File: src/hdl/iwft_pkg.sv
`default_nettype none
package iwft_pkg;
  // Register indices; the byte address on the bus is four times the index
  localparam logic [7:0] IDX_START_ROW = 8'h00;
  localparam logic [7:0] IDX_START_COLUMN = 8'h02;
  localparam logic [7:0] IDX_WINDOW_HEIGHT = 8'h04;
  localparam logic [7:0] IDX_WINDOW_WIDTH = 8'h06;
  localparam logic [7:0] IDX_LINE_BLANKING = 8'h08;
  localparam logic [7:0] IDX_PART_IDENTITY = 8'h0A;
  localparam logic [7:0] IDX_SILICON_REVISION = 8'h0B;
  localparam logic [7:0] IDX_FRAME_BLANKING_ROWS = 8'h0C;
  localparam logic [7:0] IDX_EXPOSURE_ROWS = 8'h0E;
  localparam logic [7:0] IDX_SYNC_CTRL = 8'h7F;
  localparam logic [7:0] IDX_REPLACED_PIXEL_COUNT = 8'hA0;
  localparam logic [7:0] IDX_CURRENT_OUTPUT_ROW = 8'hA1;
  localparam logic [7:0] IDX_DARK_VARIANCE_HIGH = 8'hA2;
  localparam logic [7:0] IDX_DARK_VARIANCE_LOW = 8'hA3;
  localparam logic [7:0] IDX_ACTIVE_ROWS_HIGH = 8'hA4;
  localparam logic [7:0] IDX_ACTIVE_ROWS_LOW = 8'hA5;
  localparam logic [7:0] IDX_ACTIVE_COLUMNS_HIGH = 8'hA6;
  localparam logic [7:0] IDX_ACTIVE_COLUMNS_LOW = 8'hA7;
  localparam logic [7:0] IDX_COLUMN_COUNTER_HIGH = 8'hA8;
  localparam logic [7:0] IDX_COLUMN_COUNTER_LOW = 8'hA9;
  localparam logic [7:0] IDX_AUTO_EXPOSURE_ROWS_HIGH = 8'hAA;
  localparam logic [7:0] IDX_AUTO_EXPOSURE_ROWS_LOW = 8'hAB;
  localparam logic [7:0] IDX_PART_IDENTITY_INVERTED = 8'hFF;
  // Bus address bits that carry the index
  localparam int ADR_IDX_LSB = 2;
  localparam int ADR_IDX_MSB = 9;
  // Writable field masks; reserved bits stay zero
  localparam logic [15:0] MASK_12 = 16'h0FFF;
  localparam logic [15:0] MASK_11 = 16'h07FF;
  localparam logic [15:0] MASK_SYNC = 16'h0001;
  // Reset values
  localparam logic [15:0] RST_START_ROW = 16'h000C;
  localparam logic [15:0] RST_START_COLUMN = 16'h000C;
  localparam logic [15:0] RST_WINDOW_HEIGHT = 16'h0613;
  localparam logic [15:0] RST_WINDOW_WIDTH = 16'h0813;
  localparam logic [15:0] RST_FRAME_BLANKING_ROWS = 16'h0010;
  localparam logic [15:0] RST_EXPOSURE_ROWS = 16'h00F0;
  localparam logic [15:0] RST_SYNC_CTRL = 16'h0000;
  // Field widths and positions
  localparam int FLD_W = 12;
  localparam int ROW_MSB_LO = 4;
  localparam int BYTE_HI_LSB = 8;
  localparam int SYNC_HOLD_BIT = 0;
  localparam int CNT_W = 14;
  localparam int PIX_W = 12;
endpackage
`default_nettype wire

File: src/hdl/iwft_timing_regs.sv
// Our own choice: register access over Wishbone.
`default_nettype none
// How it works
// [RULE1] Twelve-bit start row, reset 12, high nibble plus low byte.
// [RULE2] Twelve-bit start column, reset 12, high nibble plus low byte.
// [RULE3] Readout begins at the programmed start row and column.
// [RULE4] Twelve-bit window height, reset 1555, rows in the active window.
// [RULE5] Software keeps bit 0 of height and width cleared.
// [RULE6] Frame period grows with rows read; fewer rows, faster frames.
// [RULE7] Twelve-bit window width, reset 2067, active pixels per row.
// [RULE8] Row timing fixed for any width; only window columns go out.
// [RULE9] Eleven-bit line blanking, three high bits plus low byte.
// [RULE10] Software should leave line blanking at its default.
// [RULE11] Read-only identity byte and its ones complement at index FF.
// [RULE12] Read-only eight-bit silicon revision.
// [RULE13] Twelve-bit frame blanking rows, reset 16, each adds one row time.
// [RULE14] Software programs at least eight frame blanking rows.
// [RULE15] Twelve-bit exposure in row times, reset 240.
// [RULE16] Exposure writes any time; sampled at first bottom dark row.
// [RULE17] Software routes exposure updates through the sync control.
// [RULE18] Manual exposure ignored while automatic exposure is on.
// [RULE19] Software limits exposure increases to dark plus blanking rows.
// [RULE20] Any exposure decrease is accepted without a split frame.
// [RULE21] Status byte shows eight MSBs of the row being output.
// [RULE22] Status bytes show replaced pixels, active rows and columns.
// [RULE23] Synced configuration takes effect only at a frame boundary.
// [RULE24] Reserved upper bits read zero and ignore writes.
module iwft_timing_regs #(
  parameter int ARRAY_START_COLUMN = 2080,
  parameter int DARK_BOTTOM_ROWS = 4,
  parameter logic [15:0] LINE_BLANK_RST = 16'h00A0,
  parameter logic [7:0] PART_ID = 8'h5A,
  parameter logic [7:0] SILICON_REV = 8'h03
) (
  input wire logic clk_i,
  input wire logic rst_i,
  input wire logic wb_cyc_i,
  input wire logic wb_stb_i,
  input wire logic wb_we_i,
  input wire logic [31:0] wb_adr_i,
  input wire logic [31:0] wb_dat_i,
  input wire logic [3:0] wb_sel_i,
  output logic [31:0] wb_dat_o,
  output logic wb_ack_o,
  input wire logic auto_exposure_en_i,
  input wire logic [iwft_pkg::FLD_W-1:0] auto_exposure_rows_i,
  input wire logic [7:0] replaced_pixel_count_i,
  input wire logic [15:0] dark_variance_i,
  input wire logic [iwft_pkg::PIX_W-1:0] pixel_i,
  output logic frame_valid_o,
  output logic line_valid_o,
  output logic [iwft_pkg::PIX_W-1:0] pixel_o,
  output logic [iwft_pkg::FLD_W-1:0] array_row_o,
  output logic [iwft_pkg::CNT_W-1:0] array_col_o,
  output logic [iwft_pkg::FLD_W-1:0] exposure_rows_o
);
  import iwft_pkg::*;

  // PART_ID and SILICON_REV defaults are arbitrary values
  localparam logic [CNT_W-1:0] ARRAY_START_COLUMN_C = CNT_W'(ARRAY_START_COLUMN);
  localparam logic [CNT_W-1:0] DARK_ROWS_C = CNT_W'(DARK_BOTTOM_ROWS);

  function automatic logic [15:0] wr_merge(input logic [15:0] old, input logic [31:0] d,
                                           input logic [3:0] s, input logic [15:0] m);
    logic [15:0] v;
    v = {s[1] ? d[15:8] : old[15:8], s[0] ? d[7:0] : old[7:0]};
    return v & m;
  endfunction

  function automatic logic hit(input logic [7:0] idx, input logic [7:0] want);
    return idx == want;
  endfunction

  // Bus decode
  logic ack_reg;
  logic [31:0] dat_reg;
  wire [7:0] idx = wb_adr_i[ADR_IDX_MSB:ADR_IDX_LSB];
  wire req_new = wb_cyc_i & wb_stb_i & ~ack_reg;
  wire wr_commit = wb_cyc_i & wb_stb_i & ack_reg & wb_we_i;

  // Software copies
  logic [15:0] start_row_reg, start_col_reg, height_reg, width_reg;
  logic [15:0] line_blanking_reg, frame_blanking_rows_reg, exposure_reg, sync_reg;
  // Copies that steer the timing, loaded at frame boundaries
  logic [15:0] act_start_row_reg, act_start_col_reg, act_height_reg, act_width_reg;
  logic [15:0] act_line_blanking_reg, act_frame_blanking_rows_reg, act_exposure_src_reg;
  logic [CNT_W-1:0] col_reg, row_reg;
  logic [FLD_W-1:0] exposure_rows_reg;
  logic frame_valid_reg, line_valid_reg;
  logic [PIX_W-1:0] pixel_reg;
  logic [FLD_W-1:0] array_row_reg;
  logic [CNT_W-1:0] array_col_reg;
  // Window flags delayed to line up with the array address, so each flag meets the pixel it addressed
  logic rows_q, win_q;

  // Timing geometry
  wire [CNT_W-1:0] row_len = ARRAY_START_COLUMN_C + CNT_W'(act_line_blanking_reg[10:0]);
  wire [CNT_W-1:0] frame_rows = CNT_W'(act_height_reg[11:0]) + DARK_ROWS_C + CNT_W'(act_frame_blanking_rows_reg[11:0]);
  wire row_end = col_reg == row_len - CNT_W'(1);
  wire frame_end = row_end & (row_reg == frame_rows - CNT_W'(1));
  // [RULE6] height sets readout rows
  wire in_rows = row_reg < CNT_W'(act_height_reg[11:0]);
  wire [CNT_W-1:0] col_first = CNT_W'(act_start_col_reg[11:0]);
  wire [CNT_W-1:0] col_last = col_first + CNT_W'(act_width_reg[11:0]);
  // [RULE8] only window columns valid
  wire in_start_column = (col_reg >= col_first) & (col_reg < col_last) & (col_reg < ARRAY_START_COLUMN_C);
  // [RULE16] first bottom dark row
  wire tint_event = (row_reg == CNT_W'(act_height_reg[11:0])) & (col_reg == '0);
  // [RULE18] auto value overrides manual
  wire [FLD_W-1:0] tint_sel = auto_exposure_en_i ? auto_exposure_rows_i : act_exposure_src_reg[FLD_W-1:0];
  // [RULE23] hold bit blocks frame updates
  wire sync_load = frame_end & ~sync_reg[SYNC_HOLD_BIT];
  // [RULE3] readout row offset by start row
  wire [FLD_W-1:0] read_row = act_start_row_reg[FLD_W-1:0] + row_reg[FLD_W-1:0];

  // Read mux
  wire [15:0] rd_data =
    hit(idx, IDX_START_ROW) ? start_row_reg :
    hit(idx, IDX_START_COLUMN) ? start_col_reg :
    hit(idx, IDX_WINDOW_HEIGHT) ? height_reg :
    hit(idx, IDX_WINDOW_WIDTH) ? width_reg :
    hit(idx, IDX_LINE_BLANKING) ? line_blanking_reg :
    // [RULE12] revision readback
    hit(idx, IDX_SILICON_REVISION) ? {8'h00, SILICON_REV} :
    // [RULE11] identity and complement
    hit(idx, IDX_PART_IDENTITY) ? {8'h00, PART_ID} :
    hit(idx, IDX_PART_IDENTITY_INVERTED) ? {8'h00, ~PART_ID} :
    hit(idx, IDX_FRAME_BLANKING_ROWS) ? frame_blanking_rows_reg :
    hit(idx, IDX_EXPOSURE_ROWS) ? exposure_reg :
    hit(idx, IDX_SYNC_CTRL) ? sync_reg :
    // [RULE22] run-time status bytes
    hit(idx, IDX_REPLACED_PIXEL_COUNT) ? {8'h00, replaced_pixel_count_i} :
    // [RULE21] row MSBs
    hit(idx, IDX_CURRENT_OUTPUT_ROW) ? {8'h00, array_row_reg[FLD_W-1:ROW_MSB_LO]} :
    hit(idx, IDX_DARK_VARIANCE_HIGH) ? {8'h00, dark_variance_i[15:BYTE_HI_LSB]} :
    hit(idx, IDX_DARK_VARIANCE_LOW) ? {8'h00, dark_variance_i[7:0]} :
    hit(idx, IDX_ACTIVE_ROWS_HIGH) ? {8'h00, act_height_reg[15:BYTE_HI_LSB]} :
    hit(idx, IDX_ACTIVE_ROWS_LOW) ? {8'h00, act_height_reg[7:0]} :
    hit(idx, IDX_ACTIVE_COLUMNS_HIGH) ? {8'h00, act_width_reg[15:BYTE_HI_LSB]} :
    hit(idx, IDX_ACTIVE_COLUMNS_LOW) ? {8'h00, act_width_reg[7:0]} :
    hit(idx, IDX_COLUMN_COUNTER_HIGH) ? {8'h00, 2'b00, col_reg[CNT_W-1:BYTE_HI_LSB]} :
    hit(idx, IDX_COLUMN_COUNTER_LOW) ? {8'h00, col_reg[7:0]} :
    hit(idx, IDX_AUTO_EXPOSURE_ROWS_HIGH) ? {12'h000, auto_exposure_rows_i[FLD_W-1:BYTE_HI_LSB]} :
    hit(idx, IDX_AUTO_EXPOSURE_ROWS_LOW) ? {8'h00, auto_exposure_rows_i[7:0]} :
    16'h0000;

  // Bus slave: ack one cycle after the request, write at the ack edge
  always_ff @(posedge clk_i) begin
    if (rst_i) begin
      ack_reg <= 1'b0;
      dat_reg <= 32'h0000_0000;
    end else begin
      ack_reg <= req_new;
      dat_reg <= req_new ? {16'h0000, rd_data} : 32'h0000_0000;
    end
  end

  // Software registers; masks keep reserved bits at zero
  // [RULE24] reserved bits dropped
  always_ff @(posedge clk_i) begin
    if (rst_i) begin
      start_row_reg <= RST_START_ROW;
      start_col_reg <= RST_START_COLUMN;
      height_reg <= RST_WINDOW_HEIGHT;
      width_reg <= RST_WINDOW_WIDTH;
      line_blanking_reg <= LINE_BLANK_RST & MASK_11;
      frame_blanking_rows_reg <= RST_FRAME_BLANKING_ROWS;
      exposure_reg <= RST_EXPOSURE_ROWS;
      sync_reg <= RST_SYNC_CTRL;
    end else if (wr_commit) begin
      // [RULE1] start row pair
      if (hit(idx, IDX_START_ROW)) start_row_reg <= wr_merge(start_row_reg, wb_dat_i, wb_sel_i, MASK_12);
      // [RULE2] start column pair
      if (hit(idx, IDX_START_COLUMN)) start_col_reg <= wr_merge(start_col_reg, wb_dat_i, wb_sel_i, MASK_12);
      // [RULE4] height pair
      if (hit(idx, IDX_WINDOW_HEIGHT)) height_reg <= wr_merge(height_reg, wb_dat_i, wb_sel_i, MASK_12);
      // [RULE7] width pair
      if (hit(idx, IDX_WINDOW_WIDTH)) width_reg <= wr_merge(width_reg, wb_dat_i, wb_sel_i, MASK_12);
      // [RULE9] eleven-bit blanking
      if (hit(idx, IDX_LINE_BLANKING)) line_blanking_reg <= wr_merge(line_blanking_reg, wb_dat_i, wb_sel_i, MASK_11);
      // [RULE13] frame blanking rows
      if (hit(idx, IDX_FRAME_BLANKING_ROWS)) frame_blanking_rows_reg <= wr_merge(frame_blanking_rows_reg, wb_dat_i, wb_sel_i, MASK_12);
      // [RULE15] exposure any time
      if (hit(idx, IDX_EXPOSURE_ROWS)) exposure_reg <= wr_merge(exposure_reg, wb_dat_i, wb_sel_i, MASK_12);
      if (hit(idx, IDX_SYNC_CTRL)) sync_reg <= wr_merge(sync_reg, wb_dat_i, wb_sel_i, MASK_SYNC);
    end
  end

  // [RULE23] frame-boundary shadow load
  always_ff @(posedge clk_i) begin
    if (rst_i) begin
      act_start_row_reg <= RST_START_ROW;
      act_start_col_reg <= RST_START_COLUMN;
      act_height_reg <= RST_WINDOW_HEIGHT;
      act_width_reg <= RST_WINDOW_WIDTH;
      act_line_blanking_reg <= LINE_BLANK_RST & MASK_11;
      act_frame_blanking_rows_reg <= RST_FRAME_BLANKING_ROWS;
      act_exposure_src_reg <= RST_EXPOSURE_ROWS;
    end else if (sync_load) begin
      act_start_row_reg <= start_row_reg;
      act_start_col_reg <= start_col_reg;
      act_height_reg <= height_reg;
      act_width_reg <= width_reg;
      act_line_blanking_reg <= line_blanking_reg;
      act_frame_blanking_rows_reg <= frame_blanking_rows_reg;
      act_exposure_src_reg <= exposure_reg;
    end
  end

  // [RULE13] blanking rows lengthen the frame
  always_ff @(posedge clk_i) begin
    if (rst_i) begin
      col_reg <= '0;
      row_reg <= '0;
    end else begin
      col_reg <= row_end ? '0 : col_reg + CNT_W'(1);
      row_reg <= frame_end ? '0 : (row_end ? row_reg + CNT_W'(1) : row_reg);
    end
  end

  // [RULE16] exposure sampled once per frame
  // [RULE20] decrease never splits
  always_ff @(posedge clk_i) begin
    if (rst_i) begin
      exposure_rows_reg <= RST_EXPOSURE_ROWS[FLD_W-1:0];
    end else if (tint_event) begin
      exposure_rows_reg <= tint_sel;
    end
  end

  // Pixel stream: address one cycle behind the counters, flags and pixel one cycle more
  always_ff @(posedge clk_i) begin
    if (rst_i) begin
      rows_q <= 1'b0;
      win_q <= 1'b0;
      frame_valid_reg <= 1'b0;
      line_valid_reg <= 1'b0;
      pixel_reg <= '0;
      array_row_reg <= '0;
      array_col_reg <= '0;
    end else begin
      rows_q <= in_rows;
      win_q <= in_rows & in_start_column;
      frame_valid_reg <= rows_q;
      line_valid_reg <= win_q;
      // [RULE3] pixel of addressed column
      pixel_reg <= win_q ? pixel_i : '0;
      array_row_reg <= read_row;
      array_col_reg <= col_reg;
    end
  end

  assign wb_ack_o = ack_reg;
  assign wb_dat_o = dat_reg;
  assign frame_valid_o = frame_valid_reg;
  assign line_valid_o = line_valid_reg;
  assign pixel_o = pixel_reg;
  assign array_row_o = array_row_reg;
  assign array_col_o = array_col_reg;
  assign exposure_rows_o = exposure_rows_reg;
endmodule
`default_nettype wire

File: config.mk
export PLATFORM = sky130hd
export DESIGN_NAME = iwft_timing_regs
export DESIGN_NICKNAME = d
export VERILOG_FILES = /design/src/hdl/iwft_pkg.sv /design/src/hdl/iwft_timing_regs.sv
export SDC_FILE = /design/constraint.sdc
export NUM_CORES = 1
export LEC_CHECK = 0
export ABC_AREA = 0
export BUFFER_PORTS_ARGS = -buffer_cell sky130_fd_sc_hd__buf_2
export CELL_PAD_IN_SITES_DETAIL_PLACEMENT = 0
export CELL_PAD_IN_SITES_GLOBAL_PLACEMENT = 2
export CORE_MARGIN = 2
export CORE_UTILIZATION = 37
export CTS_CLUSTER_DIAMETER = 150
export DETAILED_ROUTE_END_ITERATION = 8
export PLACE_DENSITY = 0.82
export SYNTH_ARGS = -nofsm -noshare
export SYNTH_HDL_FRONTEND = slang
export SYNTH_SLANG_ARGS = --single-unit
File: constraint.sdc
create_clock -name clk_i -period 7.4 [get_ports clk_i]
set_input_delay 1.11 -clock clk_i [delete_from_list [all_inputs] [get_ports clk_i]]
set_output_delay 1.11 -clock clk_i [all_outputs]
set_load 0.01 [all_outputs]
# == After elaboration in Yosys (flattened, before gate mapping) ==
# Index checks and enable logic that the tools add are counted.
# word_totals
inputBits,122
word_cells,132
output_inout_bits,85
ff_bits,282
# op_classes
n_bitwise,14
n_eq_ne,25
n_addsub,9
muxes,24
reduce_logical,21
magnitude_cmp,4
# ops
op,n
$mux W12,11
$eq A8 B8 Y1 const B,13
$mux W8,13
$reduce_and A3 Y1,15
$eq A8 B4 Y1 const B,5
$add A14 B1 Y14 const B,2
$eq A14 B14 Y1,2
$eq A8 B3 Y1 const B,2
$add A13 B12 Y14,1
$eq A14 B12 Y1,1
$ge A14 B12 Y1,1
$logic_not A14 Y1,1
$lt A14 B12 Y1,1
$lt A14 B12 Y1 const B,1
$lt A14 B13 Y1,1
$sub A13 B1 Y14 const B,1
$sub A14 B1 Y14 const B,1
$add A12 B11 Y13 const A,1
$add A12 B12 Y13,1
$add A12 B3 Y13 const B,1
$add A12 B12 Y12,1
$and A1 B1 Y1,10
$eq A8 B2 Y1 const B,1
$eq A8 B7 Y1 const B,1
other kinds (3),9

# == Logic depth before layout (Yosys ltp) ==
# depth
word_depth,24
ltp_mapped,17
depth_no_buf,15

# == Least setup slack after synthesis ==
# No wires, ideal clock.
# synth_path
kind,reg-to-reg
start,reg act_height_reg[1]
end,reg act_height_reg[0]
path_stages_with_launch,17
synth_period_minus_slack_ps,4046
slack_ps,3354
path_buffers,2
t_required_ps,7321
t_arrival_ps,3968
setup_time_ps,79
cell_sequence,dfxtp_1 inv_1 ha_1 inv_1 ha_1 inv_1 fa_1 nand2b_1 a21oi_1 xnor2_1 or4_1 or4b_2 or4_4 buf_6 or4_1 buf_2 o211ai_1
# synth_via
elab_chain_len,6
# synth_lines
item,line_no,text
from (decl),iwft_timing_regs.sv:85,"logic [15:0] act_start_row_reg, act_start_col_reg, act_height_reg, act_width_reg;"
from (signal assigned),iwft_timing_regs.sv:202,act_height_reg <= height_reg;
$add A12 B3 Y13,iwft_timing_regs.sv:98,wire [CNT_W-1:0] frame_rows = CNT_W'(act_height_reg[11:0]) + DARK_ROWS_C + CNT_W'(act_frame_blanking_rows_reg[ ...
$add A13 B12 Y14,iwft_timing_regs.sv:98,
$sub A14 B1 Y14,iwft_timing_regs.sv:100,wire frame_end = row_end & (row_reg == frame_rows - CNT_W'(1));
$eq A14 B14 Y1,iwft_timing_regs.sv:100,
$and A1 B1 Y1,iwft_timing_regs.sv:100,
$and A1 B1 Y1,iwft_timing_regs.sv:112,wire sync_load = frame_end & ~sync_reg[SYNC_HOLD_BIT];
# No other way between the ends.
# A chain may end at the register's enable or synchronous reset.

# == Worst setup path in the final report ==
# layout_path
start,reg act_height_reg[1]
end,reg row_reg[8]
# layout_via
elab_chain_len,6
# layout_lines
item,line_no,text
$add A12 B3 Y13,iwft_timing_regs.sv:98,
$add A13 B12 Y14,iwft_timing_regs.sv:98,
$sub A14 B1 Y14,iwft_timing_regs.sv:100,
$eq A14 B14 Y1,iwft_timing_regs.sv:100,
$and A1 B1 Y1,iwft_timing_regs.sv:100,
$reduce_or A2 Y1 (no source line),--,
to (signal assigned),iwft_timing_regs.sv:217,row_reg <= frame_end ? '0 : (row_end ? row_reg + CNT_W'(1) : row_reg);
to (decl),iwft_timing_regs.sv:87,"logic [CNT_W-1:0] col_reg, row_reg;"
# No other way between the ends.

==> reports/metrics.cfg <==
[yosys]
yosysTopAreaCell=dfxtp_1
syn_inst=1710
ys_types=76
synthArstFlopShare_pct=0
yosys.area.top_type_share_pct=36.5
synth-main-ff-cell=dfxtp_1
synth_seq_area_share_pct=36.5
synth-seq-cells=262
synth_edf_count=0
yosys_warnings=0
avgSynthCellArea_sq_um=8.40
syn-cell-area_sq_um=14400
synth_area_leaders=dfxtp_1 37%, ha_1 7.5%, a21oi_1 5.3%

[routing]
routed_wl_um=55600
vias=13500
antenna_left=0
route.detailed.drc=0
drtPass1Iterations=6
wire_per_inst_um=23.9
dr.first_iter.drc_count=1485
viasPerCell=5.81

[critical_path]
path_delay_family=simple AND/OR/NAND/NOR gates
worstSetupStartpointType=flop
crit_type=flop to flop
path_cells=inv_1 > ha_1 > inv_1 > ha_1 > inv_1 > fa_1 > nand2b_1 > a21oi_1 > xnor2_1 > or4_1 > or4_1 > or4b_2 > o21ai_1 > o21ba_2
worst_path_max_delay_cell=o21ai_1
r2r-start=act_height_reg[1]
worstSetupEndpointType=flop
max_stage_delay_ps=890
crit_fanout=14
critPathRequiredTime_ps=7870
critPathArrivalTime_ps=5220
cp_common_cell=inv_1
startpoint=act_height_reg[1]
path_buf_inv=3

[floorplanning]
num_rows=72
io_pins=207
fp.dieH_um=201
die_area_sq_um=40400
start_util_pct=37.4
fp.dieW_um=201
core-area_sq_um=38500

[clocking]
cts_max_path_buffers=3
tritoncts=built
cts_setup_buffers=0
cts_hold_buf=0
cts.root.buffer_cell=clkbuf_16
cts.repair.resized=0
h-tree-depth=1
path_clk_slew_ps=60
numCtsBuffers=30
cts_sinks=262
clk_latency_ps=590

[sta]
fmax_ghz=0.210
rsz0062_at_grt=no
worst_pin_slew_ps=1260
finalHoldViolations=0
report.final.setup_viol=0
period_share_pct=64.2
setup_ws_ps=2650
finClkSkew_ps=19.6
slew_viol_final=0
fin_tns_setup_ps=0
slew_headroom_pct=15.0
final.min_clock_period_ps=4750
holdWs_ps=436

[power_and_ir_drop]
internal-power_mw=2.39
p_leak_nw=6.43
pwr-share-comb_pct=4.5
ir_drop_v=0.000175
switching_power_uw=725
p_per_area_nw_per_um2=190
switching_share_pct=23.2
p_clk_share_pct=49.9
total_power_mw=3.12
pwr-share-seq_pct=45.5

[place]
dp_cells=2267
globalplace.congestion=0.941
post-place-ws_ps=2650
dp_hpwl_um=40300
placed_area_sq_um=15300
numPortBuffers=140

[run]
maxCapViolCount=0

[grt]
grt_pass1_vias=12500
grt_max_degree=77
antenna_found_initial=0
grt_pass1_wl_um=81600
grt_usage_pct=26.6
grt.overflow.total=0

[finish]
postLayoutCellArea_sq_um=16400
drive_above_1_share_pct=13.2
fin_util_pct=42.6
final_nets=1992
antenna_cells=0
syn_to_final_growth_pct=14.0
fin_cells=2323

[worst_hold_path]
hold_path.class=flop to flop
min-delay-start=rows_q

[run_status]
status=complete, no violations

## placed cells by master, fill, tap and decap left out, drive strengths merged, types with 24 or more instances in the layout
cell / n
nor2b: 25
nand4: 75
o31ai: 66
buf: 160
a21oi: 153
xor2: 29
nand3: 37
nor2: 141
clkbuf: 45
ha: 86
a31oi: 26
nor3: 24
inv: 63
mux2i: 68
dfxtp: 262
nand2: 129
o21ai: 89
xnor2: 44
## path summary, 6_finish.rpt
kind,endpoint,cells after the start,slack (ps)
worst max-delay path,row_reg[8],14,2650
worst min-delay path,frame_valid_o,1,440
worst min register to register,frame_valid_o,1,440
worst max register to register,row_reg[8],14,2650
## cells in the mapped netlist, drive strengths merged (17+ instances only)
cell / count
nor2b: 25
a21oi: 153
ha: 86
clkbuf: 101
o21ai: 89
buf: 39
nor2: 141
a31oi: 26
nand3: 37
inv: 63
mux2i: 68
xnor2: 44
xor2: 29
a21o: 20
nand2: 129
nand4: 75
nor3: 24
o31ai: 66
o211ai: 17
dfxtp: 262
nor4: 20
## layer usage
layer	wire, um	track usage, %	up-vias	part of all wire [%]
met5	0	0	-	0
met4	2660	11.8	0	4.8
met3	4670	5.15	107	8.4
met2	22800	38.6	584	41
met1	25500	38.2	6435	46
li1	-	-	6373	-
## power by group through the flow
stage          clock network, mW  registers (mW)  logic [mW]
5_1_grt                     1.64            1.42       0.148
2_1_floorplan                  0            1.45      0.0755
6_report                    1.56            1.42       0.141
4_1_cts                     1.58            1.42       0.138
3_3_place_gp                   0            1.45       0.138
3_5_place_dp                   0            1.45       0.137
## logic make-up (layout without fill, tap and decap cells)
logic type | after synthesis | after routing | synth area share, %
compound gates | 474 | 474 | 20.9
xor+xnor | 73 | 73 | 4.45
fa+ha+maj | 89 | 89 | 7.91
buf+inv | 203 | 279 | 5.95
flops | 262 | 262 | 36.5
mux | 77 | 77 | 5.68
other cells | 1 | 20 | 0.0261
simple gates | 531 | 531 | 18.5
## cell type report
| type | instances | area [sq um] |
|---|---|---|
| flip-flops and latches | 262 | 5250 |
| clock buffers | 45 | 898 |
| well taps | 518 | 648 |
| clock inverters | 11 | 136 |
| repair buffers | 160 | 853 |
| inverters | 63 | 236 |
| fillers | 3914 | 22100 |
| multi-input cells | 1264 | 8370 |
Power figures use the tool's default switching activity.
